===== config.mk =====
export PLATFORM = sky130hd
export DESIGN_NAME = rtc_channel_ctrl
export DESIGN_NICKNAME = d
export VERILOG_FILES = /design/src/rtc_pkg.sv /design/src/rtc_channel_ctrl.sv
export SDC_FILE = /design/constraint.sdc
export NUM_CORES = 1
export LEC_CHECK = 0
export BUFFER_PORTS_ARGS = -buffer_cell sky130_fd_sc_hd__buf_2
export CAP_MARGIN = 5
export CORE_MARGIN = 2
export CORE_UTILIZATION = 40
export CTS_CLUSTER_SIZE = 12
export DETAILED_ROUTE_END_ITERATION = 12
export PLACE_DENSITY = 0.56
export SYNTH_ARGS = -nofsm -noshare
export SYNTH_HDL_FRONTEND = slang
export SYNTH_SLANG_ARGS = --single-unit

===== constraint.sdc =====
create_clock -name clk -period 11.3 [get_ports clk]
set_clock_uncertainty 0.1 [all_clocks]
set_input_delay 0.565 -clock clk [delete_from_list [all_inputs] [get_ports clk]]
set_output_delay 0.565 -clock clk [all_outputs]
set_load 0.005 [all_outputs]

===== src/rtc_pkg.sv =====
// Constants and types for the retimer channel rate, CTLE and output control block
package rtc_pkg;
  // --------------------------------------------------------------------------
  // Register offsets (channel register set)
  // --------------------------------------------------------------------------
  localparam logic [7:0] OFS_CTLE_BOOST = 8'h03;
  localparam logic [7:0] OFS_OVR_A = 8'h09;
  localparam logic [7:0] OFS_DIV_SEL = 8'h18;
  localparam logic [7:0] OFS_MUX_OVR = 8'h1E;
  localparam logic [7:0] OFS_OVR_B = 8'h2D;
  localparam logic [7:0] OFS_LOW_RATE_CTLE = 8'h3A;
  localparam logic [7:0] OFS_CTLE_READBACK = 8'h52;
  localparam logic [7:0] OFS_G0_LOW = 8'h60;
  localparam logic [7:0] OFS_G0_HIGH = 8'h61;
  localparam logic [7:0] OFS_G1_LOW = 8'h62;
  localparam logic [7:0] OFS_G1_HIGH = 8'h63;
  localparam logic [7:0] OFS_TOL = 8'h64;
  // --------------------------------------------------------------------------
  // Field positions
  // --------------------------------------------------------------------------
  localparam int BIT_DIV_OVR_EN = 2;     // override_control_a
  localparam int BIT_MUX_OVR_EN = 5;     // override_control_a
  localparam int BIT_CTLE_OVR_EN = 3;    // override_control_b
  localparam int BIT_MUX_RETIMED = 7;    // output_mux_override
  localparam int BIT_MANUAL_COUNT = 7;   // groupN_count_high_override
  localparam int DIV_FIELD_LSB = 4;      // vco_divider_select [6:4]
  localparam int TOL_G0_LSB = 4;         // count_tolerance_both_groups [7:4]
  localparam int TOL_G1_LSB = 0;         // count_tolerance_both_groups [3:0]
  // --------------------------------------------------------------------------
  // Reset values
  // --------------------------------------------------------------------------
  localparam logic [7:0] RST_ZERO = 8'h00;
  localparam logic [7:0] RST_MUX_OVR = 8'h80;
  // --------------------------------------------------------------------------
  // Divider codes and timing
  // --------------------------------------------------------------------------
  localparam logic [1:0] DIV_BY_1 = 2'h0;
  localparam logic [1:0] DIV_BY_2 = 2'h1;
  localparam logic [1:0] DIV_BY_4 = 2'h2;
  localparam logic [1:0] DIV_BY_8 = 2'h3;
  localparam longint CLK_HZ = 40_000_000;
  localparam longint REF_HZ = 25_000_000;
  localparam int REF_WINDOW = 1024;      // reference periods per measurement
  localparam int VCO_PRESCALE = 32;      // VCO divided by this before counting
  localparam logic [26:0] REF_STEP = 27'(REF_HZ / 1000);
  localparam logic [26:0] REF_WRAP = 27'(CLK_HZ / 1000);
  // --------------------------------------------------------------------------
  // Types
  // --------------------------------------------------------------------------
  typedef enum logic [3:0] {
    OUT_OFF = 4'h1,
    OUT_MUTE = 4'h2,
    OUT_RAW = 4'h4,
    OUT_RETIMED = 4'h8
  } rtc_out_e;
  typedef struct packed {
    logic wr;
    logic rd;
    logic [7:0] addr;
    logic [7:0] wdata;
  } rtc_reg_req_s;
  typedef struct packed {
    logic power_down;
    logic mute;
    logic sel_retimed;
  } rtc_out_s;
endpackage


===== src/rtc_channel_ctrl.sv =====
// Retimer channel control: frequency check, CTLE selection, output mux, divider
`timescale 1ns/1ps
`default_nettype none
module rtc_channel_ctrl #(
  parameter logic [14:0] AUTO_COUNT_G0 = 15'h0000,
  parameter logic [14:0] AUTO_COUNT_G1 = 15'h0000,
  parameter logic [3:0] AUTO_TOL = 4'h0
) (
  // Clock and reset
  input wire logic clk,
  input wire logic resetn,
  // Register port
  input wire rtc_pkg::rtc_reg_req_s reg_req,
  output logic [7:0] reg_rdata,
  // Analog and CDR status
  input wire logic sig_detect,
  input wire logic cdr_locked,
  input wire logic vco_div32_tick,
  input wire logic vco_group_sel,
  input wire logic [1:0] auto_div_code,
  input wire logic [7:0] adapted_ctle,
  // Control outputs
  output var rtc_pkg::rtc_out_s out_ctrl,
  output logic [7:0] ctle_applied,
  output logic [1:0] vco_div_code,
  output logic [14:0] meas_count,
  output logic freq_match,
  output logic freq_done
);
  // --------------------------------------------------------------------------
  // Register file
  // --------------------------------------------------------------------------
  logic [7:0] r_boost, r_ovr_a, r_div, r_mux, r_ovr_b, r_low_ctle;
  logic [7:0] r_g0_lo, r_g0_hi, r_g1_lo, r_g1_hi, r_tol;
  logic [7:0] next_boost, next_ovr_a, next_div, next_mux, next_ovr_b, next_low_ctle;
  logic [7:0] next_g0_lo, next_g0_hi, next_g1_lo, next_g1_hi, next_tol, next_rdata;

  // Write decode and read mux; unmapped reads return zero
  always_comb begin
    next_boost = r_boost;
    next_ovr_a = r_ovr_a;
    next_div = r_div;
    next_mux = r_mux;
    next_ovr_b = r_ovr_b;
    next_low_ctle = r_low_ctle;
    next_g0_lo = r_g0_lo;
    next_g0_hi = r_g0_hi;
    next_g1_lo = r_g1_lo;
    next_g1_hi = r_g1_hi;
    next_tol = r_tol;
    if (reg_req.wr) begin
      case (reg_req.addr)
        rtc_pkg::OFS_CTLE_BOOST: next_boost = reg_req.wdata;
        rtc_pkg::OFS_OVR_A: next_ovr_a = reg_req.wdata;
        rtc_pkg::OFS_DIV_SEL: next_div = reg_req.wdata;
        rtc_pkg::OFS_MUX_OVR: next_mux = reg_req.wdata;
        rtc_pkg::OFS_OVR_B: next_ovr_b = reg_req.wdata;
        rtc_pkg::OFS_LOW_RATE_CTLE: next_low_ctle = reg_req.wdata;
        rtc_pkg::OFS_G0_LOW: next_g0_lo = reg_req.wdata;
        rtc_pkg::OFS_G0_HIGH: next_g0_hi = reg_req.wdata;
        rtc_pkg::OFS_G1_LOW: next_g1_lo = reg_req.wdata;
        rtc_pkg::OFS_G1_HIGH: next_g1_hi = reg_req.wdata;
        rtc_pkg::OFS_TOL: next_tol = reg_req.wdata;
        default: next_tol = r_tol;
      endcase
    end
    next_rdata = reg_rdata;
    if (reg_req.rd) begin
      case (reg_req.addr)
        rtc_pkg::OFS_CTLE_BOOST: next_rdata = r_boost;
        rtc_pkg::OFS_OVR_A: next_rdata = r_ovr_a;
        rtc_pkg::OFS_DIV_SEL: next_rdata = r_div;
        rtc_pkg::OFS_MUX_OVR: next_rdata = r_mux;
        rtc_pkg::OFS_OVR_B: next_rdata = r_ovr_b;
        rtc_pkg::OFS_LOW_RATE_CTLE: next_rdata = r_low_ctle;
        rtc_pkg::OFS_CTLE_READBACK: next_rdata = ctle_applied;
        rtc_pkg::OFS_G0_LOW: next_rdata = r_g0_lo;
        rtc_pkg::OFS_G0_HIGH: next_rdata = r_g0_hi;
        rtc_pkg::OFS_G1_LOW: next_rdata = r_g1_lo;
        rtc_pkg::OFS_G1_HIGH: next_rdata = r_g1_hi;
        rtc_pkg::OFS_TOL: next_rdata = r_tol;
        default: next_rdata = rtc_pkg::RST_ZERO;
      endcase
    end
  end

  // Register storage
  always_ff @(posedge clk or negedge resetn) begin
    if (!resetn) begin
      r_boost <= rtc_pkg::RST_ZERO;
      r_ovr_a <= rtc_pkg::RST_ZERO;
      r_div <= rtc_pkg::RST_ZERO;
      r_mux <= rtc_pkg::RST_MUX_OVR;
      r_ovr_b <= rtc_pkg::RST_ZERO;
      r_low_ctle <= rtc_pkg::RST_ZERO;
      r_g0_lo <= rtc_pkg::RST_ZERO;
      r_g0_hi <= rtc_pkg::RST_ZERO;
      r_g1_lo <= rtc_pkg::RST_ZERO;
      r_g1_hi <= rtc_pkg::RST_ZERO;
      r_tol <= rtc_pkg::RST_ZERO;
      reg_rdata <= rtc_pkg::RST_ZERO;
    end else begin
      r_boost <= next_boost;
      r_ovr_a <= next_ovr_a;
      r_div <= next_div;
      r_mux <= next_mux;
      r_ovr_b <= next_ovr_b;
      r_low_ctle <= next_low_ctle;
      r_g0_lo <= next_g0_lo;
      r_g0_hi <= next_g0_hi;
      r_g1_lo <= next_g1_lo;
      r_g1_hi <= next_g1_hi;
      r_tol <= next_tol;
      reg_rdata <= next_rdata;
    end
  end

  // --------------------------------------------------------------------------
  // Frequency check
  // --------------------------------------------------------------------------
  logic [26:0] ref_acc, next_ref_acc;
  logic [9:0] ref_cnt, next_ref_cnt;
  logic [14:0] vco_cnt, next_vco_cnt, next_meas;
  logic ref_tick, win_end, next_match;
  logic [14:0] exp_g0, exp_g1, exp_sel;
  logic [3:0] tol_sel;
  logic [15:0] lo_bound, hi_bound;

  // Expected counts: manual value only when its enable bit is set
  assign exp_g0 = r_g0_hi[rtc_pkg::BIT_MANUAL_COUNT] ? {r_g0_hi[6:0], r_g0_lo}
                                                     : AUTO_COUNT_G0;
  assign exp_g1 = r_g1_hi[rtc_pkg::BIT_MANUAL_COUNT] ? {r_g1_hi[6:0], r_g1_lo}
                                                     : AUTO_COUNT_G1;
  assign exp_sel = vco_group_sel ? exp_g1 : exp_g0;
  // Tolerance follows the same manual enable as its count
  assign tol_sel = vco_group_sel
      ? (r_g1_hi[rtc_pkg::BIT_MANUAL_COUNT] ? r_tol[rtc_pkg::TOL_G1_LSB +: 4] : AUTO_TOL)
      : (r_g0_hi[rtc_pkg::BIT_MANUAL_COUNT] ? r_tol[rtc_pkg::TOL_G0_LSB +: 4] : AUTO_TOL);
  // One spare bit keeps the sum from wrapping; low bound clamps at zero
  assign lo_bound = ({1'b0, exp_sel} > {12'h000, tol_sel}) ?
                    {1'b0, exp_sel} - {12'h000, tol_sel} : 16'h0000;
  assign hi_bound = {1'b0, exp_sel} + {12'h000, tol_sel};
  // 25 MHz tick from 40 MHz by fractional accumulation, five ticks per eight clocks
  assign ref_tick = (ref_acc + rtc_pkg::REF_STEP) >= rtc_pkg::REF_WRAP;
  assign win_end = ref_tick && (ref_cnt == 10'(rtc_pkg::REF_WINDOW - 1));

  // Window counting, VCO/32 count saturates rather than wrapping
  always_comb begin
    next_ref_acc = ref_acc + rtc_pkg::REF_STEP;
    if (ref_tick) begin
      next_ref_acc = ref_acc + rtc_pkg::REF_STEP - rtc_pkg::REF_WRAP;
    end
    next_ref_cnt = ref_tick ? ref_cnt + 10'h001 : ref_cnt;
    next_vco_cnt = vco_cnt;
    if (vco_div32_tick && vco_cnt != 15'h7FFF) begin
      next_vco_cnt = vco_cnt + 15'h0001;
    end
    next_meas = meas_count;
    next_match = freq_match;
    if (win_end) begin
      next_meas = next_vco_cnt;
      next_match = ({1'b0, next_vco_cnt} >= lo_bound) &&
                   ({1'b0, next_vco_cnt} <= hi_bound);
      next_vco_cnt = 15'h0000;
    end
  end

  // Window state
  always_ff @(posedge clk or negedge resetn) begin
    if (!resetn) begin
      ref_acc <= 27'h0000000;
      ref_cnt <= 10'h000;
      vco_cnt <= 15'h0000;
      meas_count <= 15'h0000;
      freq_match <= 1'b0;
      freq_done <= 1'b0;
    end else begin
      ref_acc <= next_ref_acc;
      ref_cnt <= next_ref_cnt;
      vco_cnt <= next_vco_cnt;
      meas_count <= next_meas;
      freq_match <= next_match;
      freq_done <= win_end;
    end
  end

  // --------------------------------------------------------------------------
  // Divider and CTLE selection
  // --------------------------------------------------------------------------
  logic [1:0] next_div_code;
  logic [7:0] next_ctle;

  // Field values above 3 are invalid; the low two bits are taken as they stand
  always_comb begin
    next_div_code = auto_div_code;
    if (r_ovr_a[rtc_pkg::BIT_DIV_OVR_EN]) begin
      next_div_code = r_div[rtc_pkg::DIV_FIELD_LSB +: 2];
    end
    next_ctle = adapted_ctle;
    if (r_ovr_b[rtc_pkg::BIT_CTLE_OVR_EN]) begin
      next_ctle = r_boost;
    end else if (next_div_code == rtc_pkg::DIV_BY_4 || next_div_code == rtc_pkg::DIV_BY_8) begin
      next_ctle = r_low_ctle;
    end
  end

  // Applied values
  always_ff @(posedge clk or negedge resetn) begin
    if (!resetn) begin
      vco_div_code <= rtc_pkg::DIV_BY_1;
      ctle_applied <= rtc_pkg::RST_ZERO;
    end else begin
      vco_div_code <= next_div_code;
      ctle_applied <= next_ctle;
    end
  end

  // --------------------------------------------------------------------------
  // Output state
  // --------------------------------------------------------------------------
  rtc_pkg::rtc_out_e out_state, next_out_state;

  // Loss of signal beats everything; retimed is the locked default
  always_comb begin
    case (1'b1)
      !sig_detect: next_out_state = rtc_pkg::OUT_OFF;
      !cdr_locked: next_out_state = rtc_pkg::OUT_MUTE;
      (r_ovr_a[rtc_pkg::BIT_MUX_OVR_EN] && !r_mux[rtc_pkg::BIT_MUX_RETIMED]):
        next_out_state = rtc_pkg::OUT_RAW;
      default: next_out_state = rtc_pkg::OUT_RETIMED;
    endcase
  end

  // Output state register
  always_ff @(posedge clk or negedge resetn) begin
    if (!resetn) begin
      out_state <= rtc_pkg::OUT_OFF;
    end else begin
      out_state <= next_out_state;
    end
  end

  assign out_ctrl.power_down = (out_state == rtc_pkg::OUT_OFF);
  assign out_ctrl.mute = (out_state == rtc_pkg::OUT_OFF) || (out_state == rtc_pkg::OUT_MUTE);
  assign out_ctrl.sel_retimed = (out_state == rtc_pkg::OUT_RETIMED);

  // --------------------------------------------------------------------------
  // Assertions
  // --------------------------------------------------------------------------
  property p_ref_rate;
    @(posedge clk) disable iff (!resetn)
    ref_tick |-> ##8 ref_tick;
  endproperty
  a_ref_rate: assert property (p_ref_rate) else $error("reference tick period wrong");

  property p_window;
    @(posedge clk) disable iff (!resetn)
    freq_done |-> $past(ref_cnt) == 10'h3FF && ref_cnt == 10'h000;
  endproperty
  a_window: assert property (p_window) else $error("window not 1024 ticks");

  property p_match;
    @(posedge clk) disable iff (!resetn)
    freq_done |-> freq_match == (({1'b0, meas_count} >= $past(lo_bound)) &&
                                 ({1'b0, meas_count} <= $past(hi_bound)));
  endproperty
  a_match: assert property (p_match) else $error("match result wrong");

  property p_manual_g0;
    @(posedge clk) disable iff (!resetn)
    !vco_group_sel && r_g0_hi[rtc_pkg::BIT_MANUAL_COUNT] |->
      hi_bound == {1'b0, r_g0_hi[6:0], r_g0_lo} + {12'h000, r_tol[rtc_pkg::TOL_G0_LSB +: 4]};
  endproperty
  a_manual_g0: assert property (p_manual_g0) else $error("group 0 count wrong");

  property p_ctle_ovr;
    @(posedge clk) disable iff (!resetn)
    r_ovr_b[3] && $stable(r_ovr_b) |=> ctle_applied == $past(r_boost);
  endproperty
  a_ctle_ovr: assert property (p_ctle_ovr) else $error("boost override not applied");

  property p_low_rate;
    @(posedge clk) disable iff (!resetn)
    !r_ovr_b[3] && next_div_code[1] |=> ctle_applied == $past(r_low_ctle);
  endproperty
  a_low_rate: assert property (p_low_rate) else $error("low rate CTLE not applied");

  property p_readback;
    @(posedge clk) disable iff (!resetn)
    reg_req.rd && reg_req.addr == rtc_pkg::OFS_CTLE_READBACK |=> reg_rdata == $past(ctle_applied);
  endproperty
  a_readback: assert property (p_readback) else $error("readback differs");

  property p_no_signal;
    @(posedge clk) disable iff (!resetn)
    !sig_detect |=> out_ctrl.power_down && out_ctrl.mute && !out_ctrl.sel_retimed;
  endproperty
  a_no_signal: assert property (p_no_signal) else $error("channel not powered down");

  property p_unlocked;
    @(posedge clk) disable iff (!resetn)
    sig_detect && !cdr_locked |=> out_ctrl.mute && !out_ctrl.power_down;
  endproperty
  a_unlocked: assert property (p_unlocked) else $error("unlocked output not muted");

  property p_retimed;
    @(posedge clk) disable iff (!resetn)
    sig_detect && cdr_locked && !r_ovr_a[5] |=> out_ctrl.sel_retimed && !out_ctrl.mute;
  endproperty
  a_retimed: assert property (p_retimed) else $error("locked default not retimed");

  property p_div_ovr;
    @(posedge clk) disable iff (!resetn)
    r_ovr_a[2] |=> vco_div_code == $past(r_div[5:4]);
  endproperty
  a_div_ovr: assert property (p_div_ovr) else $error("divider override ignored");
endmodule
`default_nettype wire


* Word-level counts from Yosys, hierarchy flattened *
Cells that the tools add are included.

cells by class
  equality and inequality tests = 19
  order comparisons = 4
  add/subtract/negate cells = 6
  multiplexer cells = 17
  reduce and logical (&&, ||, !) cells = 18

operator list
  operator                number
  $pmux 8 s12             1
  $mux 15                 5
  $eq 8x7->1 const B      6
  $add 27x15->27 const B  1
  $ge 27x16->1 const B    1
  $mux 27                 1
  $sub 27x16->27 const B  1
  $mux 4                  6
  $reduce_and 2->1        11
  $add 15x4->16           1
  $eq 8x5->1 const B      2
  $eq 8x6->1 const B      2
  $ge 15x16->1            1
  $le 15x16->1            1
  $mux 16                 1
  $mux 8                  2
  $sub 15x4->16           1
  $add 15x1->15 const B   1
  $gt 15x4->1             1
  $ne 15x15->1 const B    1
  $add 10x1->10 const B   1
  $eq 10x10->1 const B    1
  $eq 8x2->1 const B      1
  $eq 8x4->1 const B      1
  other kinds (8)         13

storage, ports and cells
  bits of input ports = 34
  output and inout port bits = 38
  logic and storage cells = 85
  register bits after elaboration = 179

* Depth between registers and ports, before layout *
  word-level depth = 6
  gate-level depth with buffers = 22
  depth with buffers taken out = 21

* Worst setup path after synthesis *
Ideal clock, no wire load.

  path kind = input -> register
  start point = input vco_group_sel
  end point = register freq_match
  path buffers = 2
  setup time = 135 ps
  setup slack = 7104 ps
  arrival time = 3961 ps
  required time = 11065 ps
  cell stages on the path = 18
  path through = and2_1 > clkbuf_1 > a22o_1 > ha_1 > fa_1 > nor3_1 > a211oi_2 > o211ai_1 > clkbuf_1 > nand2_1 > ha_1 > nor2b_1 > o21ai_0 > a21oi_1 > or4_1 > a21oi_1 > a32o_1 > o31ai_1

on the way
  cells in the longest elaborated chain, start to end = 5
  elaborated cells on any way between the ends = 9
  classes of those cells = add/sub: 2; order compare: 3; mux: 3; reduce/logical: 1

RTL lines
  element                                              RTL line                                          source
  from (decl)                                          rtc_channel_ctrl.sv:19                            input wire logic vco_group_sel,
  $mux 15 / $mux 4 (equally long branches)             rtc_channel_ctrl.sv:134, rtc_channel_ctrl.sv:137
  $sub 15x4->16 / $gt 15x4->1 (equally long branches)  rtc_channel_ctrl.sv:141, rtc_channel_ctrl.sv:140
  $mux 16                                              rtc_channel_ctrl.sv:140                           assign lo_bound = ({1'b0, exp_sel} > {12'h000, tol_sel}) ?
  $ge 15x16->1                                         rtc_channel_ctrl.sv:162                           next_match = ({1'b0, next_vco_cnt} >= lo_bound) &&
  $logic_and 1x1->1 (*)                                rtc_channel_ctrl.sv:162
  to (signal assigned)                                 rtc_channel_ctrl.sv:182                           freq_match <= next_match;
  to (decl)                                            rtc_channel_ctrl.sv:27                            output logic freq_match,

Every way passes the cells marked *; elsewhere a longest branch is shown, timed or not.
A chain may end at the register's enable or synchronous reset.

* Final worst setup path *
  start point = register r_g0_hi[7]
  end point = register freq_match

on the way
  cells in the longest elaborated chain, start to end = 6
  elaborated cells on any way between the ends = 11
  classes of those cells = add/sub: 2; order compare: 3; mux: 5; reduce/logical: 1

RTL lines
  element                                              RTL line                                          source
  from (decl)                                          rtc_channel_ctrl.sv:34                            logic [7:0] r_g0_lo, r_g0_hi, r_g1_lo, r_g1_hi, r_tol;
  from (signal assigned)                               rtc_channel_ctrl.sv:97                            r_g0_hi <= rtc_pkg::RST_ZERO;
  from (signal assigned)                               rtc_channel_ctrl.sv:110                           r_g0_hi <= next_g0_hi;
  $mux 15 / $mux 4 (equally long branches)             rtc_channel_ctrl.sv:130, rtc_channel_ctrl.sv:138
  $mux 15 / $mux 4 (equally long branches)             rtc_channel_ctrl.sv:134, rtc_channel_ctrl.sv:137
  $sub 15x4->16 / $gt 15x4->1 (equally long branches)  rtc_channel_ctrl.sv:141, rtc_channel_ctrl.sv:140
  $mux 16                                              rtc_channel_ctrl.sv:140
  $ge 15x16->1                                         rtc_channel_ctrl.sv:162
  $logic_and 1x1->1 (*)                                rtc_channel_ctrl.sv:162

Marked as above.

==> key figures <==
Status
  – Status: finished clean

Place
  – PortBufs: 71
  – Setup WS pre-CTS: around 6.1 ns
  – GP Congestion: 0.8854
  – Detail Placement HPWL: 19,150 um

Global routing
  – Largest net degree at the start of global routing: 64
  – Vias in the first global route: 7,888
  – Initial antenna violation count: 0
  – Total congestion overflow: 0
  – First-pass GRT wire length: 42,810 um
  – Global Route Usage Sum: 20.20%

Detailed routing
  – Routed WL per cell: 18.48 um
  – DR vias: 8,027
  – Post-route DRC: 0
  – Post-route ant nets: 0
  – TritonRoute pass-1 iters: 6
  – Drt initial violations: 641
  – WL final: 26,480 um
  – Drt via density: 5.602

Critical path
  – Setup crit start kind: register
  – Arr. time, crit path: 5.17 ns
  – Crit-path max cell delay: 0.81 ns
  – Slowest CP cell: o211ai_1
  – Maximum fanout along the worst path: 14
  – Top cell by count, worst path: a21oi_1
  – CP Cell Sequence: nor2b_1 > a22oi_1 > ha_1 > fa_1 > nor3_1 > a211oi_2 > o211ai_1 > nand2b_1 > ha_1 > a21oi_1 > nor2b_1 > o21ai_0 > a21oi_1 > or4_1 > a21oi_1 > a32o_1 > o31ai_1
  – R2r setup slk: 6.35 ns
  – Crit path buffers/inverters: 0
  – Worst endpoint required time: 11.52 ns
  – CP Class: reg2reg
  – Largest delay share family, worst path: compound AO/OA/AOI/OAI gates
  – Critical Path End Type: register

Clocking
  – CTS Hold Bufs: 1
  – Number of clock sinks: 176
  – # Post-CTS Setup Buffers: 0
  – Clock transition at path regs: 0.08 ns
  – CTS tree: done
  – CTS buffer count: 17
  – CTS root buf: clkbuf_16
  – Post_cts resized: 0
  – H-tree Lvls: 4
  – CTS max path bufs: 2
  – Clock latency on the worst-skew pair: 0.44 ns

Power
  – PD cells: approximately 130 nW/um2
  – Pwr Total: 1.535 mW
  – IR Drop Worst-Case VDD: 0.1134 mV
  – Leak: around 5.3 nW

Yosys
  – Avg Inst Size Synth: 10.08 um2
  – Yosys warns: 0
  – Syn Nets: 1,108
  – Async S/R FF share, synth: 100.0%
  – Sequential share of the synthesized area: 42.47%
  – Yosys top cell by area: dfrtp_1
  – Top-area cell type share of the netlist area: 41.97%
  – Cell Area, Synth: 10,370 um2
  – Top area cells in the synthesized netlist: dfrtp_1, mux2_2, ha_1, nand2_1, xnor2_1
  – Post-synth EDFFs: 0
  – Seq cells post-synth: 176
  – Syn Inst Count: 1,029
  – Unique cell type count in the Yosys netlist: 75
  – Primary FF master, synth: dfrtp_1

Finish
  – P&R area growth vs syn: 12.88%
  – Register area: between 4000 and 5000 um2
  – Fraction of layout cells with a size suffix above 1: 21.85%
  – Ant. Diodes: 0
  – Final layout net count: 1,169
  – Fillers: ~2,400
  – Multi-input logic area: ~5600 um2

STA
  – Final setup TNS: 0 ns
  – RSZ-0062 raised after global routing: false
  – Slew @ Worst Pin: 0.9264 ns
  – Fin. max-slew vios: 0
  – Max-slew headroom: between 30% and 40%
  – Fin worst setup slack: 6.349 ns
  – Final critical-path share of the clock period: 43.82%
  – Finish-stage setup viols: 0
  – FMAX: 202.0 MHz
  – Final Hold Vio Count: 0
  – Min Tclk post-route: 4.951 ns

Floorplan
  – DIE HEIGHT: 165.1 um
  – DIE WIDTH: 165.1 um
  – Row cnt: 58
  – Full die area: 27,240 um2
  – # IOs: 72
  – Initial Util: roughly two fifths
  – Core region area: about 25,000 um2

Flow run
  – MaxCap Viol Count: 0

Min path
  – Min-Delay Path Class: in2reg
## cell type report
class,instances,area share [%]
Tap cell,330,3.526
Clock buffer,17,3.632
Clock inverter,15,1.902
Multi-Input combinational cell,773,48.22
Timing Repair Buffer,82,3.814
Sequential cell,176,37.63
Inverter,40,1.282
## worst reg2reg max path, cell delays in order, from the launching register on
cell and delay [ns]:
dfrtp_1 0.58, nor2b_1 0.54, a22oi_1 0.17, ha_1 0.27, fa_1 0.41, nor3_1 0.21, a211oi_2 0.15, o211ai_1 0.81
nand2b_1 0.15, ha_1 0.32, a21oi_1 0.13, nor2b_1 0.06, o21ai_0 0.13, a21oi_1 0.08, or4_1 0.40, a21oi_1 0.13
a32o_1 0.14, o31ai_1 0.06
## path summary, 6_finish.rpt
path                            startpoint            end  cells past startpoint
worst max-delay path            r_g0_hi[7]     freq_match                     17
worst min-delay path            sig_detect   out_state[0]                      2
worst max register to register  r_g0_hi[7]     freq_match                     17
worst min register to register  ref_cnt[7]     ref_cnt[7]                      1
max in group asynchronous           resetn     r_ovr_b[0]                      4
min in group asynchronous           resetn  meas_count[2]                      2
## routing by layer
layer | GRT usage, % | part of all wire, % | wire (um) | up-vias
li1 | - | - | - | 3820
met1 | 28.57 | 47 | 12490 | 3987
met2 | 32.78 | 48 | 12630 | 190
met3 | 3.272 | 3.9 | 1034 | 30
met4 | 4.269 | 1.2 | 322 | 0
met5 | 0 | 0 | 0 | -
## stage by stage
step | util, % | hold slack (ns) | cell area (um2) | std cells
after global placement | 43.64 | 0.3545 | 11050 | 1400
after floorplan | - | 0.1694 | 10380 | 1029
after global routing | 46.24 | 0.1415 | 11710 | 1433
after detailed placement | 43.64 | 0.3603 | 11050 | 1400
after CTS | 46.24 | 0.1356 | 11710 | 1433
final | 46.24 | 0.1513 | 11710 | 1433
## power breakdown
group | leakage, nW | internal (mW) | switching (mW)
Combinational | 2.76 | 0.0955 | 0.123
Clock | 0.310 | 0.310 | 0.319
Sequential | 2.28 | 0.659 | 0.0275
Total | 5.35 | 1.06 | 0.470
## cell usage in the layout, fill, tap and decap left out, types with 5 or more instances in the layout
cell type    n
buf_4       10
a22o_1       6
ha_1        43
a31oi_1      5
o22ai_1      6
nor3_1      24
a22oi_1     22
nand2_1    127
clkbuf_16   17
xor2_1      35
nand4_1     16
mux2i_1     16
nor4_1       8
o21ai_1      9
nand3_1     37
a222oi_1     8
mux4_2       7
buf_2       70
xnor2_1     51
dfrtp_1    174
a21oi_1     29
o21ai_0     45
nor2_2      13
a21o_1       6
inv_1       40
and3_1      11
and2_1       6
clkinv_8     8
nand2b_1    10
mux2_2      90
nor2_1      56
nor2b_1     11
## cell families after synthesis
group	count (synthesis)	share of synthesized area (%)
fa+ha+maj	45	5.572
xor+xnor	86	7.260
simple gates	348	16.61
flops	176	42.47
mux	113	12.83
buf+inv	80	3.220
compound gates	181	12.04
## state kept, by name, indices dropped and copies added (netlist names), 10 cells and up
register,cells
ref_acc,24
vco_cnt,15
ref_cnt,10
meas_count,15
## cells in the mapped netlist, types with 22 or more instances
| library cell | number |
|---|---|
| clkbuf_1 | 25 |
| ha_1 | 43 |
| xor2_1 | 35 |
| a22oi_1 | 22 |
| nor2_1 | 56 |
| nand3_1 | 37 |
| inv_1 | 40 |
| nor3_1 | 24 |
| mux2_2 | 90 |
| nand2_1 | 127 |
| a21oi_1 | 29 |
| o21ai_0 | 45 |
| dfrtp_1 | 174 |
| xnor2_1 | 51 |
Note: power is estimated with default switching activity, not from simulation.
